`src/hw/dsr_pkg.sv`:
```
// Contract
// - NMI fires on falling pin edge only; a pin already low when system reset ends also fires it once.
// - Low reset pin overrides every other event; external readout is still taken and answered while it is low.
// - Programming level on VPP during reset selects programming.
// - Port pins are pulled-up inputs after reset.
// - Separate program, data and stack spaces.
// - Program counter is twelve bits wide.
// - Return stack holds six twelve-bit entries.
// - Readout protection refuses external program reads.
// - Data window 40h-7Fh reads program memory.
// - Port data, direction, option registers reset 00h.
// - Interrupt option and window select are write-only.
// - Converter result read-only; control resets 40h.
// - Timer registers reset 7Fh, FFh, 00h.
// - Pointers at 80h-83h, accumulator at FFh.
// - Port data read: latch for outputs, pins for inputs.
// - Window select low six bits choose block.
package dsr_pkg;
    // Widths of the three spaces.
    localparam int DATA_W = 8;
    localparam int PROG_ADDR_W = 12;
    localparam int STACK_DEPTH = 6;
    localparam int STACK_PTR_W = 3;
    localparam int WIN_SEL_W = 6;
    localparam int WIN_OFS_W = 6;

    // Data-space addresses.
    localparam logic [7:0] ADDR_POINTER_ONE = 8'h80;
    localparam logic [7:0] ADDR_POINTER_SECOND = 8'h81;
    localparam logic [7:0] ADDR_SHORT_FIRST = 8'h82;
    localparam logic [7:0] ADDR_SHORT_SECOND = 8'h83;
    localparam logic [7:0] ADDR_PORTA_DATA = 8'hc0;
    localparam logic [7:0] ADDR_PORTB_DATA = 8'hc1;
    localparam logic [7:0] ADDR_PORTA_DIR = 8'hc4;
    localparam logic [7:0] ADDR_PORTB_DIR = 8'hc5;
    localparam logic [7:0] ADDR_INT_OPTION = 8'hc8;
    localparam logic [7:0] ADDR_ROM_WIN = 8'hc9;
    localparam logic [7:0] ADDR_PORTA_OPT = 8'hcc;
    localparam logic [7:0] ADDR_PORTB_OPT = 8'hcd;
    localparam logic [7:0] ADDR_CONV_RESULT = 8'hd0;
    localparam logic [7:0] ADDR_CONV_CTRL = 8'hd1;
    localparam logic [7:0] ADDR_TMR_PRESCALE = 8'hd2;
    localparam logic [7:0] ADDR_TMR_COUNT = 8'hd3;
    localparam logic [7:0] ADDR_TMR_STATUS = 8'hd4;
    localparam logic [7:0] ADDR_WDG = 8'hd8;
    localparam logic [7:0] ADDR_ACCUM = 8'hff;
    localparam logic [1:0] WIN_ADDR_TOP = 2'h1;

    // Reset values; undefined registers come up at RST_UNDEF.
    localparam logic [7:0] RST_PORT = 8'h00;
    localparam logic [7:0] RST_CONV_CTRL = 8'h40;
    localparam logic [7:0] RST_TMR_PRESCALE = 8'h7f;
    localparam logic [7:0] RST_TMR_COUNT = 8'hff;
    localparam logic [7:0] RST_TMR_STATUS = 8'h00;
    localparam logic [7:0] RST_WDG = 8'hfe;
    localparam logic [7:0] RST_UNDEF = 8'h00;

    // Value returned for reads that have no defined content.
    localparam logic [7:0] READ_UNDEF = 8'h00;
    // Converter control bits that read back live status.
    localparam logic [7:0] CONV_CTRL_RO_MASK = 8'h40;
endpackage : dsr_pkg

```
`src/hw/dsr_stack_mem.sv`:
```
// Small register-file memory for return addresses; read data is registered.
module dsr_stack_mem #(
    parameter int DEPTH = 6,
    parameter int WIDTH = 12,
    parameter int PTR_W = 3
) (
    // Clock and enable.
    input wire logic i_clk,
    input wire logic i_ce,
    // Write side.
    input wire logic i_wr,
    input wire logic [PTR_W-1:0] i_waddr,
    input wire logic [WIDTH-1:0] i_wdata,
    // Read side.
    input wire logic i_rd,
    input wire logic [PTR_W-1:0] i_raddr,
    output logic [WIDTH-1:0] o_rdata
);
    logic [WIDTH-1:0] mem_reg [DEPTH];

    // Entries are data only, so they carry no reset.
    always_ff @(posedge i_clk) begin
        if (i_ce && i_wr) begin
            mem_reg[i_waddr] <= i_wdata;
        end
    end

    // Registered read keeps the output glitch free.
    always_ff @(posedge i_clk) begin
        if (i_ce && i_rd) begin
            o_rdata <= mem_reg[i_raddr];
        end
    end
endmodule : dsr_stack_mem

```
`src/hw/dsr_port.sv`:
```
// One general-purpose port: data latch, direction and option registers.
module dsr_port #(
    parameter int W = 8,
    parameter logic [7:0] RST_VAL = 8'h00
) (
    // Clock, reset and enable.
    input wire logic i_clk,
    input wire logic i_rst,
    input wire logic i_ce,
    // Register writes.
    input wire logic i_wr_data,
    input wire logic i_wr_dir,
    input wire logic i_wr_opt,
    input wire logic [W-1:0] i_wdata,
    // Pin side.
    input wire logic [W-1:0] i_pin,
    output logic [W-1:0] o_out,
    output logic [W-1:0] o_oe,
    output logic [W-1:0] o_pullup,
    // Register read-back.
    output logic [W-1:0] o_rd_data,
    output logic [W-1:0] o_dir,
    output logic [W-1:0] o_opt
);
    logic [W-1:0] data_reg;
    logic [W-1:0] dir_reg;
    logic [W-1:0] opt_reg;

    // Data latch.
    always_ff @(posedge i_clk) begin
        if (i_rst) begin
            data_reg <= RST_VAL[W-1:0];
        end else if (i_ce && i_wr_data) begin
            data_reg <= i_wdata;
        end
    end

    // Direction: zero means input, so reset leaves every pin undriven.
    always_ff @(posedge i_clk) begin
        if (i_rst) begin
            dir_reg <= RST_VAL[W-1:0];
        end else if (i_ce && i_wr_dir) begin
            dir_reg <= i_wdata;
        end
    end

    // Option register.
    always_ff @(posedge i_clk) begin
        if (i_rst) begin
            opt_reg <= RST_VAL[W-1:0];
        end else if (i_ce && i_wr_opt) begin
            opt_reg <= i_wdata;
        end
    end

    // Per-pin drive, pull-up and read-back selection.
    for (genvar b = 0; b < W; b++) begin : g_bit
        assign o_oe[b] = dir_reg[b];
        assign o_out[b] = data_reg[b];
        assign o_pullup[b] = ~dir_reg[b] & ~opt_reg[b];
        assign o_rd_data[b] = dir_reg[b] ? data_reg[b] : i_pin[b];
    end

    assign o_dir = dir_reg;
    assign o_opt = opt_reg;

    // After reset every pin is a pulled-up input until software writes.
    port_reset_a: assert property (@(posedge i_clk)
        $fell(i_rst) |-> (o_pullup == {W{1'b1}}) && (o_oe == '0))
        else $error("port not pulled-up input after reset");

    // Input pins read live levels, output pins read the latch.
    port_read_a: assert property (@(posedge i_clk) disable iff (i_rst)
        ((o_rd_data & ~dir_reg) == (i_pin & ~dir_reg)) &&
        ((o_rd_data & dir_reg) == (data_reg & dir_reg)))
        else $error("port read-back mixes pins wrongly");
endmodule : dsr_port

```
`src/hw/dsr_data_space.sv`:
```
// Data-space decoder and register bank with program window and return stack.
module dsr_data_space (
    // Clock, reset and enable.
    input wire logic I_SYS_CLK,
    input wire logic I_SYS_RST,
    input wire logic I_CLK_EN,
    // Core data-space access.
    input wire logic [dsr_pkg::DATA_W-1:0] I_DATA_ADDR,
    input wire logic I_DATA_WR,
    input wire logic I_DATA_RD,
    input wire logic [dsr_pkg::DATA_W-1:0] I_DATA_WDATA,
    output logic [dsr_pkg::DATA_W-1:0] O_DATA_RDATA,
    output logic O_DATA_RVALID,
    // Program space.
    input wire logic [dsr_pkg::PROG_ADDR_W-1:0] I_PROG_COUNTER,
    output logic [dsr_pkg::PROG_ADDR_W-1:0] O_FETCH_ADDR,
    output logic [dsr_pkg::PROG_ADDR_W-1:0] O_PM_ADDR,
    input wire logic [dsr_pkg::DATA_W-1:0] I_PM_RDATA,
    // External readout of program memory.
    input wire logic I_EXT_RD_REQ,
    input wire logic [dsr_pkg::PROG_ADDR_W-1:0] I_EXT_RD_ADDR,
    input wire logic I_READOUT_PROTECT,
    output logic O_EXT_RD_READY,
    output logic O_EXT_RD_VALID,
    output logic O_EXT_RD_DENIED,
    output logic [dsr_pkg::DATA_W-1:0] O_EXT_RD_DATA,
    // Return stack.
    input wire logic I_STACK_PUSH,
    input wire logic I_STACK_POP,
    input wire logic [dsr_pkg::PROG_ADDR_W-1:0] I_STACK_WDATA,
    output logic [dsr_pkg::PROG_ADDR_W-1:0] O_STACK_RDATA,
    output logic [dsr_pkg::STACK_PTR_W-1:0] O_STACK_LEVEL,
    // Control pins.
    input wire logic I_NMI_PIN,
    input wire logic I_RESET_PIN_N,
    input wire logic I_VPP_HIGH,
    output logic O_NMI_REQ,
    output logic O_CORE_RESET,
    output logic O_PROG_MODE,
    // Port A pins.
    input wire logic [dsr_pkg::DATA_W-1:0] I_PORTA_PIN,
    output logic [dsr_pkg::DATA_W-1:0] O_PORTA_OUT,
    output logic [dsr_pkg::DATA_W-1:0] O_PORTA_OE,
    output logic [dsr_pkg::DATA_W-1:0] O_PORTA_PULLUP,
    // Port B pins.
    input wire logic [dsr_pkg::DATA_W-1:0] I_PORTB_PIN,
    output logic [dsr_pkg::DATA_W-1:0] O_PORTB_OUT,
    output logic [dsr_pkg::DATA_W-1:0] O_PORTB_OE,
    output logic [dsr_pkg::DATA_W-1:0] O_PORTB_PULLUP,
    // Peripheral side.
    input wire logic [dsr_pkg::DATA_W-1:0] I_CONV_RESULT,
    input wire logic [dsr_pkg::DATA_W-1:0] I_CONV_STATUS,
    output logic [dsr_pkg::DATA_W-1:0] O_INT_OPTION,
    output logic [dsr_pkg::DATA_W-1:0] O_CONV_CONTROL,
    output logic [dsr_pkg::DATA_W-1:0] O_TIMER_PRESCALE,
    output logic [dsr_pkg::DATA_W-1:0] O_TIMER_COUNT,
    output logic [dsr_pkg::DATA_W-1:0] O_TIMER_STATUS,
    output logic [dsr_pkg::DATA_W-1:0] O_WDG_VALUE
);
    import dsr_pkg::*;

    localparam logic [STACK_PTR_W-1:0] SP_LAST = STACK_PTR_W'(STACK_DEPTH - 1);
    localparam logic [STACK_PTR_W-1:0] SP_FULL = STACK_PTR_W'(STACK_DEPTH);

    logic rst_all;
    logic wr_en;
    logic win_rd;
    logic ext_take;
    logic push_en;
    logic pop_en;
    logic [DATA_W-1:0] pointer_reg [4];
    logic [DATA_W-1:0] accum_reg;
    logic [DATA_W-1:0] int_option_reg;
    logic [DATA_W-1:0] rom_win_reg;
    logic [DATA_W-1:0] conv_ctrl_reg;
    logic [DATA_W-1:0] tmr_prescale_reg;
    logic [DATA_W-1:0] tmr_count_reg;
    logic [DATA_W-1:0] tmr_status_reg;
    logic [DATA_W-1:0] wdg_reg;
    logic [DATA_W-1:0] rdata_next;
    logic [DATA_W-1:0] rdata_reg;
    logic rvalid_reg;
    logic nmi_prev_reg;
    logic nmi_req_reg;
    logic core_reset_reg;
    logic prog_mode_reg;
    logic ext_valid_reg;
    logic ext_denied_reg;
    logic [DATA_W-1:0] ext_data_reg;
    logic [STACK_PTR_W-1:0] sp_reg;
    logic [STACK_PTR_W-1:0] sp_inc;
    logic [STACK_PTR_W-1:0] sp_dec;
    logic [STACK_PTR_W-1:0] level_reg;
    logic [DATA_W-1:0] pa_rd;
    logic [DATA_W-1:0] pa_dir;
    logic [DATA_W-1:0] pa_opt;
    logic [DATA_W-1:0] pb_rd;
    logic [DATA_W-1:0] pb_dir;
    logic [DATA_W-1:0] pb_opt;

    // A low reset pin resets the bank like the system reset, except the readout and NMI logic, which see only the system reset.
    assign rst_all = I_SYS_RST || !I_RESET_PIN_N;
    assign wr_en = I_CLK_EN && I_DATA_WR;

    // Ports A and B share one implementation.
    dsr_port #(.W(DATA_W), .RST_VAL(RST_PORT)) u_port_a (
        .i_clk(I_SYS_CLK),
        .i_rst(rst_all),
        .i_ce(I_CLK_EN),
        .i_wr_data(wr_en && I_DATA_ADDR == ADDR_PORTA_DATA),
        .i_wr_dir(wr_en && I_DATA_ADDR == ADDR_PORTA_DIR),
        .i_wr_opt(wr_en && I_DATA_ADDR == ADDR_PORTA_OPT),
        .i_wdata(I_DATA_WDATA),
        .i_pin(I_PORTA_PIN),
        .o_out(O_PORTA_OUT),
        .o_oe(O_PORTA_OE),
        .o_pullup(O_PORTA_PULLUP),
        .o_rd_data(pa_rd),
        .o_dir(pa_dir),
        .o_opt(pa_opt)
    );

    dsr_port #(.W(DATA_W), .RST_VAL(RST_PORT)) u_port_b (
        .i_clk(I_SYS_CLK),
        .i_rst(rst_all),
        .i_ce(I_CLK_EN),
        .i_wr_data(wr_en && I_DATA_ADDR == ADDR_PORTB_DATA),
        .i_wr_dir(wr_en && I_DATA_ADDR == ADDR_PORTB_DIR),
        .i_wr_opt(wr_en && I_DATA_ADDR == ADDR_PORTB_OPT),
        .i_wdata(I_DATA_WDATA),
        .i_pin(I_PORTB_PIN),
        .o_out(O_PORTB_OUT),
        .o_oe(O_PORTB_OE),
        .o_pullup(O_PORTB_PULLUP),
        .o_rd_data(pb_rd),
        .o_dir(pb_dir),
        .o_opt(pb_opt)
    );

    // Core pointers and accumulator; their power-up content has no meaning.
    always_ff @(posedge I_SYS_CLK) begin
        if (rst_all) begin
            for (int i = 0; i < 4; i++) begin
                pointer_reg[i] <= RST_UNDEF;
            end
            accum_reg <= RST_UNDEF;
        end else if (wr_en) begin
            if (I_DATA_ADDR[7:2] == ADDR_POINTER_ONE[7:2]) begin
                pointer_reg[I_DATA_ADDR[1:0]] <= I_DATA_WDATA;
            end
            if (I_DATA_ADDR == ADDR_ACCUM) begin
                accum_reg <= I_DATA_WDATA;
            end
        end
    end

    // Write-only registers; software must load them before first use.
    always_ff @(posedge I_SYS_CLK) begin
        if (rst_all) begin
            int_option_reg <= RST_UNDEF;
            rom_win_reg <= RST_UNDEF;
        end else if (wr_en) begin
            if (I_DATA_ADDR == ADDR_INT_OPTION) begin
                int_option_reg <= I_DATA_WDATA;
            end
            if (I_DATA_ADDR == ADDR_ROM_WIN) begin
                rom_win_reg <= I_DATA_WDATA;
            end
        end
    end

    // Converter, timer and watchdog registers with their documented resets.
    always_ff @(posedge I_SYS_CLK) begin
        if (rst_all) begin
            conv_ctrl_reg <= RST_CONV_CTRL;
            tmr_prescale_reg <= RST_TMR_PRESCALE;
            tmr_count_reg <= RST_TMR_COUNT;
            tmr_status_reg <= RST_TMR_STATUS;
            wdg_reg <= RST_WDG;
        end else if (wr_en) begin
            unique case (I_DATA_ADDR)
                ADDR_CONV_CTRL: conv_ctrl_reg <= I_DATA_WDATA;
                ADDR_TMR_PRESCALE: tmr_prescale_reg <= I_DATA_WDATA;
                ADDR_TMR_COUNT: tmr_count_reg <= I_DATA_WDATA;
                ADDR_TMR_STATUS: tmr_status_reg <= I_DATA_WDATA;
                ADDR_WDG: wdg_reg <= I_DATA_WDATA;
                default: begin
                end
            endcase
        end
    end

    // Reads in 40h-7Fh go to program memory through the window block.
    assign win_rd = I_DATA_RD && I_DATA_ADDR[7:6] == WIN_ADDR_TOP;

    // Read mux; reserved and write-only locations return a fixed filler.
    always_comb begin
        rdata_next = READ_UNDEF;
        if (win_rd) begin
            rdata_next = I_PM_RDATA;
        end else if (I_DATA_ADDR[7:2] == ADDR_POINTER_ONE[7:2]) begin
            rdata_next = pointer_reg[I_DATA_ADDR[1:0]];
        end else begin
            unique case (I_DATA_ADDR)
                ADDR_PORTA_DATA: rdata_next = pa_rd;
                ADDR_PORTB_DATA: rdata_next = pb_rd;
                ADDR_PORTA_DIR: rdata_next = pa_dir;
                ADDR_PORTB_DIR: rdata_next = pb_dir;
                ADDR_PORTA_OPT: rdata_next = pa_opt;
                ADDR_PORTB_OPT: rdata_next = pb_opt;
                ADDR_CONV_RESULT: rdata_next = I_CONV_RESULT;
                ADDR_CONV_CTRL: rdata_next = (conv_ctrl_reg & ~CONV_CTRL_RO_MASK) |
                    (I_CONV_STATUS & CONV_CTRL_RO_MASK);
                ADDR_TMR_PRESCALE: rdata_next = tmr_prescale_reg;
                ADDR_TMR_COUNT: rdata_next = tmr_count_reg;
                ADDR_TMR_STATUS: rdata_next = tmr_status_reg;
                ADDR_WDG: rdata_next = wdg_reg;
                ADDR_ACCUM: rdata_next = accum_reg;
                default: rdata_next = READ_UNDEF;
            endcase
        end
    end

    // Read data is registered and marked valid for one enabled cycle.
    always_ff @(posedge I_SYS_CLK) begin
        if (rst_all) begin
            rdata_reg <= '0;
            rvalid_reg <= 1'b0;
        end else if (I_CLK_EN) begin
            rvalid_reg <= I_DATA_RD;
            if (I_DATA_RD) begin
                rdata_reg <= rdata_next;
            end
        end
    end

    // The window read owns the program-memory read port; external reads wait.
    assign O_PM_ADDR = win_rd ?
        {rom_win_reg[WIN_SEL_W-1:0], I_DATA_ADDR[WIN_OFS_W-1:0]} : I_EXT_RD_ADDR;
    assign O_FETCH_ADDR = I_PROG_COUNTER;
    assign O_EXT_RD_READY = !win_rd;
    assign ext_take = I_CLK_EN && I_EXT_RD_REQ && !win_rd;

    // External readout answers next cycle, refused while protection is set.
    always_ff @(posedge I_SYS_CLK) begin
        if (I_SYS_RST) begin
            ext_valid_reg <= 1'b0;
            ext_denied_reg <= 1'b0;
            ext_data_reg <= '0;
        end else if (I_CLK_EN) begin
            ext_valid_reg <= ext_take && !I_READOUT_PROTECT;
            ext_denied_reg <= ext_take && I_READOUT_PROTECT;
            if (ext_take) begin
                ext_data_reg <= I_READOUT_PROTECT ? '0 : I_PM_RDATA;
            end
        end
    end

    // Falling-edge detector; a low reset pin masks the NMI entirely.
    always_ff @(posedge I_SYS_CLK) begin
        if (I_SYS_RST) begin
            nmi_prev_reg <= 1'b1;
            nmi_req_reg <= 1'b0;
            core_reset_reg <= 1'b1;
        end else if (I_CLK_EN) begin
            nmi_prev_reg <= I_NMI_PIN;
            nmi_req_reg <= nmi_prev_reg && !I_NMI_PIN && I_RESET_PIN_N;
            core_reset_reg <= !I_RESET_PIN_N;
        end
    end

    // Mode strap is taken while reset is active and held afterwards.
    always_ff @(posedge I_SYS_CLK) begin
        if (rst_all) begin
            prog_mode_reg <= I_VPP_HIGH;
        end
    end

    // Stack pointer wraps over six slots, so a seventh push loses the oldest.
    assign sp_inc = (sp_reg == SP_LAST) ? '0 : sp_reg + 1'b1;
    assign sp_dec = (sp_reg == '0) ? SP_LAST : sp_reg - 1'b1;
    assign push_en = I_CLK_EN && I_STACK_PUSH;
    assign pop_en = I_CLK_EN && I_STACK_POP && !I_STACK_PUSH;

    always_ff @(posedge I_SYS_CLK) begin
        if (rst_all) begin
            sp_reg <= '0;
            level_reg <= '0;
        end else if (push_en) begin
            sp_reg <= sp_inc;
            level_reg <= (level_reg == SP_FULL) ? SP_FULL : level_reg + 1'b1;
        end else if (pop_en) begin
            sp_reg <= sp_dec;
            level_reg <= (level_reg == '0) ? '0 : level_reg - 1'b1;
        end
    end

    // Stack space is its own memory, apart from program and data space.
    dsr_stack_mem #(.DEPTH(STACK_DEPTH), .WIDTH(PROG_ADDR_W), .PTR_W(STACK_PTR_W)) u_stack (
        .i_clk(I_SYS_CLK),
        .i_ce(I_CLK_EN),
        .i_wr(I_STACK_PUSH),
        .i_waddr(sp_reg),
        .i_wdata(I_STACK_WDATA),
        .i_rd(pop_en),
        .i_raddr(sp_dec),
        .o_rdata(O_STACK_RDATA)
    );

    // Output drive.
    assign O_DATA_RDATA = rdata_reg;
    assign O_DATA_RVALID = rvalid_reg;
    assign O_EXT_RD_VALID = ext_valid_reg;
    assign O_EXT_RD_DENIED = ext_denied_reg;
    assign O_EXT_RD_DATA = ext_data_reg;
    assign O_STACK_LEVEL = level_reg;
    assign O_NMI_REQ = nmi_req_reg;
    assign O_CORE_RESET = core_reset_reg;
    assign O_PROG_MODE = prog_mode_reg;
    assign O_INT_OPTION = int_option_reg;
    assign O_CONV_CONTROL = conv_ctrl_reg;
    assign O_TIMER_PRESCALE = tmr_prescale_reg;
    assign O_TIMER_COUNT = tmr_count_reg;
    assign O_TIMER_STATUS = tmr_status_reg;
    assign O_WDG_VALUE = wdg_reg;

    nmi_edge_a: assert property (@(posedge I_SYS_CLK) disable iff (I_SYS_RST)
        (I_CLK_EN && I_NMI_PIN && I_RESET_PIN_N) ##1
        (I_CLK_EN && !I_NMI_PIN && I_RESET_PIN_N) ##1 I_CLK_EN |-> O_NMI_REQ)
        else $error("falling NMI edge not flagged");

    nmi_level_a: assert property (@(posedge I_SYS_CLK) disable iff (I_SYS_RST)
        (I_CLK_EN && !I_NMI_PIN) [*2] ##1 I_CLK_EN |-> !O_NMI_REQ)
        else $error("NMI raised on steady low level");

    reset_prio_a: assert property (@(posedge I_SYS_CLK) disable iff (I_SYS_RST)
        (I_CLK_EN && !I_RESET_PIN_N) |=> O_CORE_RESET && !O_NMI_REQ)
        else $error("reset pin did not take priority");

    prog_strap_a: assert property (@(posedge I_SYS_CLK)
        $fell(rst_all) |-> O_PROG_MODE == $past(I_VPP_HIGH))
        else $error("mode strap not captured at reset");

    protect_a: assert property (@(posedge I_SYS_CLK) disable iff (I_SYS_RST)
        (ext_take && I_READOUT_PROTECT) |=> O_EXT_RD_DENIED && !O_EXT_RD_VALID &&
        O_EXT_RD_DATA == '0)
        else $error("protected program read not refused");

    window_addr_a: assert property (@(posedge I_SYS_CLK) disable iff (rst_all)
        (wr_en && I_DATA_ADDR == ADDR_ROM_WIN) ##1 win_rd |->
        O_PM_ADDR[PROG_ADDR_W-1:WIN_OFS_W] == $past(I_DATA_WDATA[WIN_SEL_W-1:0]))
        else $error("window block not taken from select");

    timer_reset_a: assert property (@(posedge I_SYS_CLK)
        $fell(rst_all) |-> O_TIMER_PRESCALE == RST_TMR_PRESCALE &&
        O_TIMER_COUNT == RST_TMR_COUNT && O_TIMER_STATUS == RST_TMR_STATUS &&
        O_CONV_CONTROL == RST_CONV_CTRL)
        else $error("peripheral reset value wrong");

    reserved_read_a: assert property (@(posedge I_SYS_CLK) disable iff (rst_all)
        (I_CLK_EN && I_DATA_RD && (I_DATA_ADDR == ADDR_ROM_WIN ||
        I_DATA_ADDR == ADDR_INT_OPTION || I_DATA_ADDR[7:6] == 2'h0)) |=>
        O_DATA_RVALID && O_DATA_RDATA == READ_UNDEF)
        else $error("reserved or write-only read not filler");

    stack_lifo_a: assert property (@(posedge I_SYS_CLK) disable iff (rst_all)
        (push_en && !I_STACK_POP) ##1 (pop_en) |=> O_STACK_RDATA == $past(I_STACK_WDATA, 2))
        else $error("stack pop did not return last push");
endmodule : dsr_data_space

```
`config.mk`:
```
export PLATFORM = sky130hd
export DESIGN_NAME = dsr_data_space
export DESIGN_NICKNAME = d
export VERILOG_FILES = /design/src/hw/dsr_pkg.sv /design/src/hw/dsr_stack_mem.sv /design/src/hw/dsr_port.sv /design/src/hw/dsr_data_space.sv
export SDC_FILE = /design/constraint.sdc
export NUM_CORES = 1
export LEC_CHECK = 0
export BUFFER_PORTS_ARGS = -buffer_cell sky130_fd_sc_hd__clkbuf_2
export CORE_UTILIZATION = 30
export CTS_CLUSTER_SIZE = 12
export DETAILED_ROUTE_END_ITERATION = 10
export PLACE_DENSITY = 0.56
export SLEW_MARGIN = 20
export SYNTH_ARGS = -nofsm -noshare
export SYNTH_HDL_FRONTEND = slang
export SYNTH_SLANG_ARGS = --single-unit
```
`constraint.sdc`:
```
create_clock -name I_SYS_CLK -period 4.67 [get_ports I_SYS_CLK]
set_input_delay 0.934 -clock I_SYS_CLK [delete_from_list [all_inputs] [get_ports I_SYS_CLK]]
set_output_delay 0.934 -clock I_SYS_CLK [all_outputs]
set_load 0.005 [all_outputs]
```
==> run metrics <==
status=finished clean; Post-synth EDFFs=117; Reg area=6280 um^2; clock transition at the registers of the reported paths=0.06 ns; Starting Density=30.5%; Via density=4.99; final worst-path cycle share=66.4%; Pwr Density=346 nW/um^2; Pins Over Slew Limit=0; Leak Pwr=0.00509 uW; worst clock skew=0.0206 ns; CTS buffer count=29; Layout area overhead=20.7%; Core ar.=37800 um^2; routed wire length=36800 um; Placed Area=13100 um^2; slowest CP cell=a2111oi_0; crit end category=flop; number of flip-flops in the largest register=72; vias in the first global route=8539; global-route wire length before repair=54800 um; sequential share of the synthesized area=54.5%; Setup Buffers After CTS=0; Final Hold Fails=0; Setup crit start kind=input pin; CTS tree=done; RePlAce Congestion=0.835; Seq cells post-synth=255; clk buf depth=3; crit path buf inv count=1; clock root cell=clkbuf_16; unrepaired setup endpoints after global routing=no; Achievable Freq=0.322 GHz; worst slew pin tran=0.940 ns; Port Buffers=230; Die Ht=198 um; layout cells sized above 1=28.4%; fillers=3711; Die W=198 um; WP data arrival=3.52 ns; max incr delay on CP=0.78 ns; Hold WC Path Type=reg -> reg; setup TNS=0 ns; Hold Buf Count CTS=0; Final #Nets=1345; CP Class=in -> reg; hold slack=0.456 ns; clock sink count=255; CP delay by family, top=compound AO/OA/AOI/OAI gates; synthesized area=11500 um^2; drt drc=0; Vias=8809; Rel. slew slack=37.1%; ANT nets after route=0; most frequent cells in the layout=clkbuf_2 (230), dfxtp_1 (138), nor2_1 (128); max-cap violation count=0; I/O Pins=262; crit path max fanout=28; worst-path cell chain=clkbuf_2 -> or4b_1 -> nor2_1 -> a2111oi_0 -> o2111ai_1 -> a21oi_1 -> o31ai_1; initial antenna violation count=2; fin area=13900 um^2; # setup viols final=0; Synth Instances=1044; Post-synth top flop=dfxtp_1; Final WS setup=1.57 ns; critical path required time=5.09 ns; DRT iter0 DRCs=740; Peak VDD IR=0.000228 V; Post-Syn Area per Cell=11.0 um^2; pre-CTS WS=1.11 ns; DRT Pass-1 Iters=7; cell taking the most area after synthesis=edfxtp_1; # H-tree levels=1; synth unique cells=63; Post-synth ARST share=0%; gr usage total=18.7%; ranking of synthesized cells by area=edfxtp_1 (30%), dfxtp_1 (24%), mux2i_1 (11%); crit path time final=3.10 ns; clock insertion delay at the later pin of the skew report=0.56 ns; commonest non-fill, non-tap cell in the layout=clkbuf_2; YS warnings=0; post-cts resize count=0; row count=71; Design Power=4820 uW; DP Wirelength=25800 um; largest net degree at the start of global routing=74; Post-Syn Nets=1154; WL per Instance=20.8 um; Die Area=39200 um^2; Multi-input gate area=4790 um^2; post-synth top area share=30.5%; total gr overflow=0
==> per-layer routing <==
metal | routed length (um) | vias to the layer above | global-route usage [%]
met1 | 16100 | 4273 | 24.9
met4 | 782 | 2 | 4.45
met3 | 2660 | 55 | 4.16
li1 | - | 4137 | -
met5 | 13 | - | 0
met2 | 17200 | 342 | 30.7
==> power breakdown <==
group / switching, uW / leakage, uW / internal [uW]
Combinational: 224 / 0.00243 / 112
Sequential: 12.9 / 0.00223 / 2370
Clock: 910 / 0.000427 / 1190
==> worst reg2reg max path, stage by stage (launching register included) <==
cell	delay [ns]
dfxtp_1	0.54
nor2_1	0.15
ha_1	0.22
nor2b_2	0.10
buf_4	0.43
mux4_2	0.57
nand2_1	0.08
o21ai_0	0.13
==> path summary, 6_finish.rpt <==
path                                       from                   to  slack [ns]  depth (start not counted)
worst max-delay path             I_DATA_ADDR[3]      O_DATA_RDATA[1]        1.57                          7
worst min-delay path            O_DATA_RDATA[0]      O_DATA_RDATA[0]        0.46                          2
worst max register to register        sp_reg[0]  u_stack.o_rdata[10]        2.16                          7
worst min register to register  O_DATA_RDATA[0]      O_DATA_RDATA[0]        0.46                          2
==> Yosys cell counts (3+ instances only) <==
master	number
and3_1	12
a22o_1	3
and2_1	25
buf_2	13
or4_1	3
nand3_1	7
mux4_2	23
buf_4	17
o22ai_1	6
edfxtp_1	117
a2111oi_0	3
o31ai_1	4
buf_1	7
clkbuf_1	51
o21ai_0	57
nand3_2	3
a211oi_1	5
nor3_1	19
ha_1	6
nor2_2	7
a21oi_1	53
nand4_1	6
nand2_1	90
or3b_2	4
a31oi_1	6
nor2b_1	7
or2_1	3
nor2_4	3
dfxtp_1	138
nor3_4	3
nor2_8	3
nor4_1	4
buf_6	3
nand2b_1	7
nor2_1	128
nor3b_1	12
inv_1	10
a22oi_1	9
mux2i_1	125
mux2_2	11
==> per-stage QoR <==
| stage | instances | utilization (%) |
|---|---|---|
| floorplan | 1044 | - |
| global placement | 1715 | 34.6 |
| detailed placement | 1715 | 34.6 |
| CTS | 1764 | 36.8 |
| global route | 1764 | 36.8 |
| finish | 1765 | 36.9 |
==> layout make-up <==
cell class              instances  area share [%]
well taps                     511            4.60
inverters                      11           0.306
clock inverters                11           0.414
flip-flops and latches        255            45.1
repair buffers                251            9.41
diodes                          1          0.0180
clock buffers                  38            5.75
multi-input cells             687            34.4
==> kinds of logic after synthesis <==
family | Yosys count | synth area share [%]
mux | 159 | 16.4
buf+inv | 102 | 4.21
compound gates | 163 | 8.33
flops | 255 | 54.5
fa+ha+maj | 6 | 0.651
simple gates | 359 | 15.9
No activity file was read; power rests on OpenSTA's default activity.
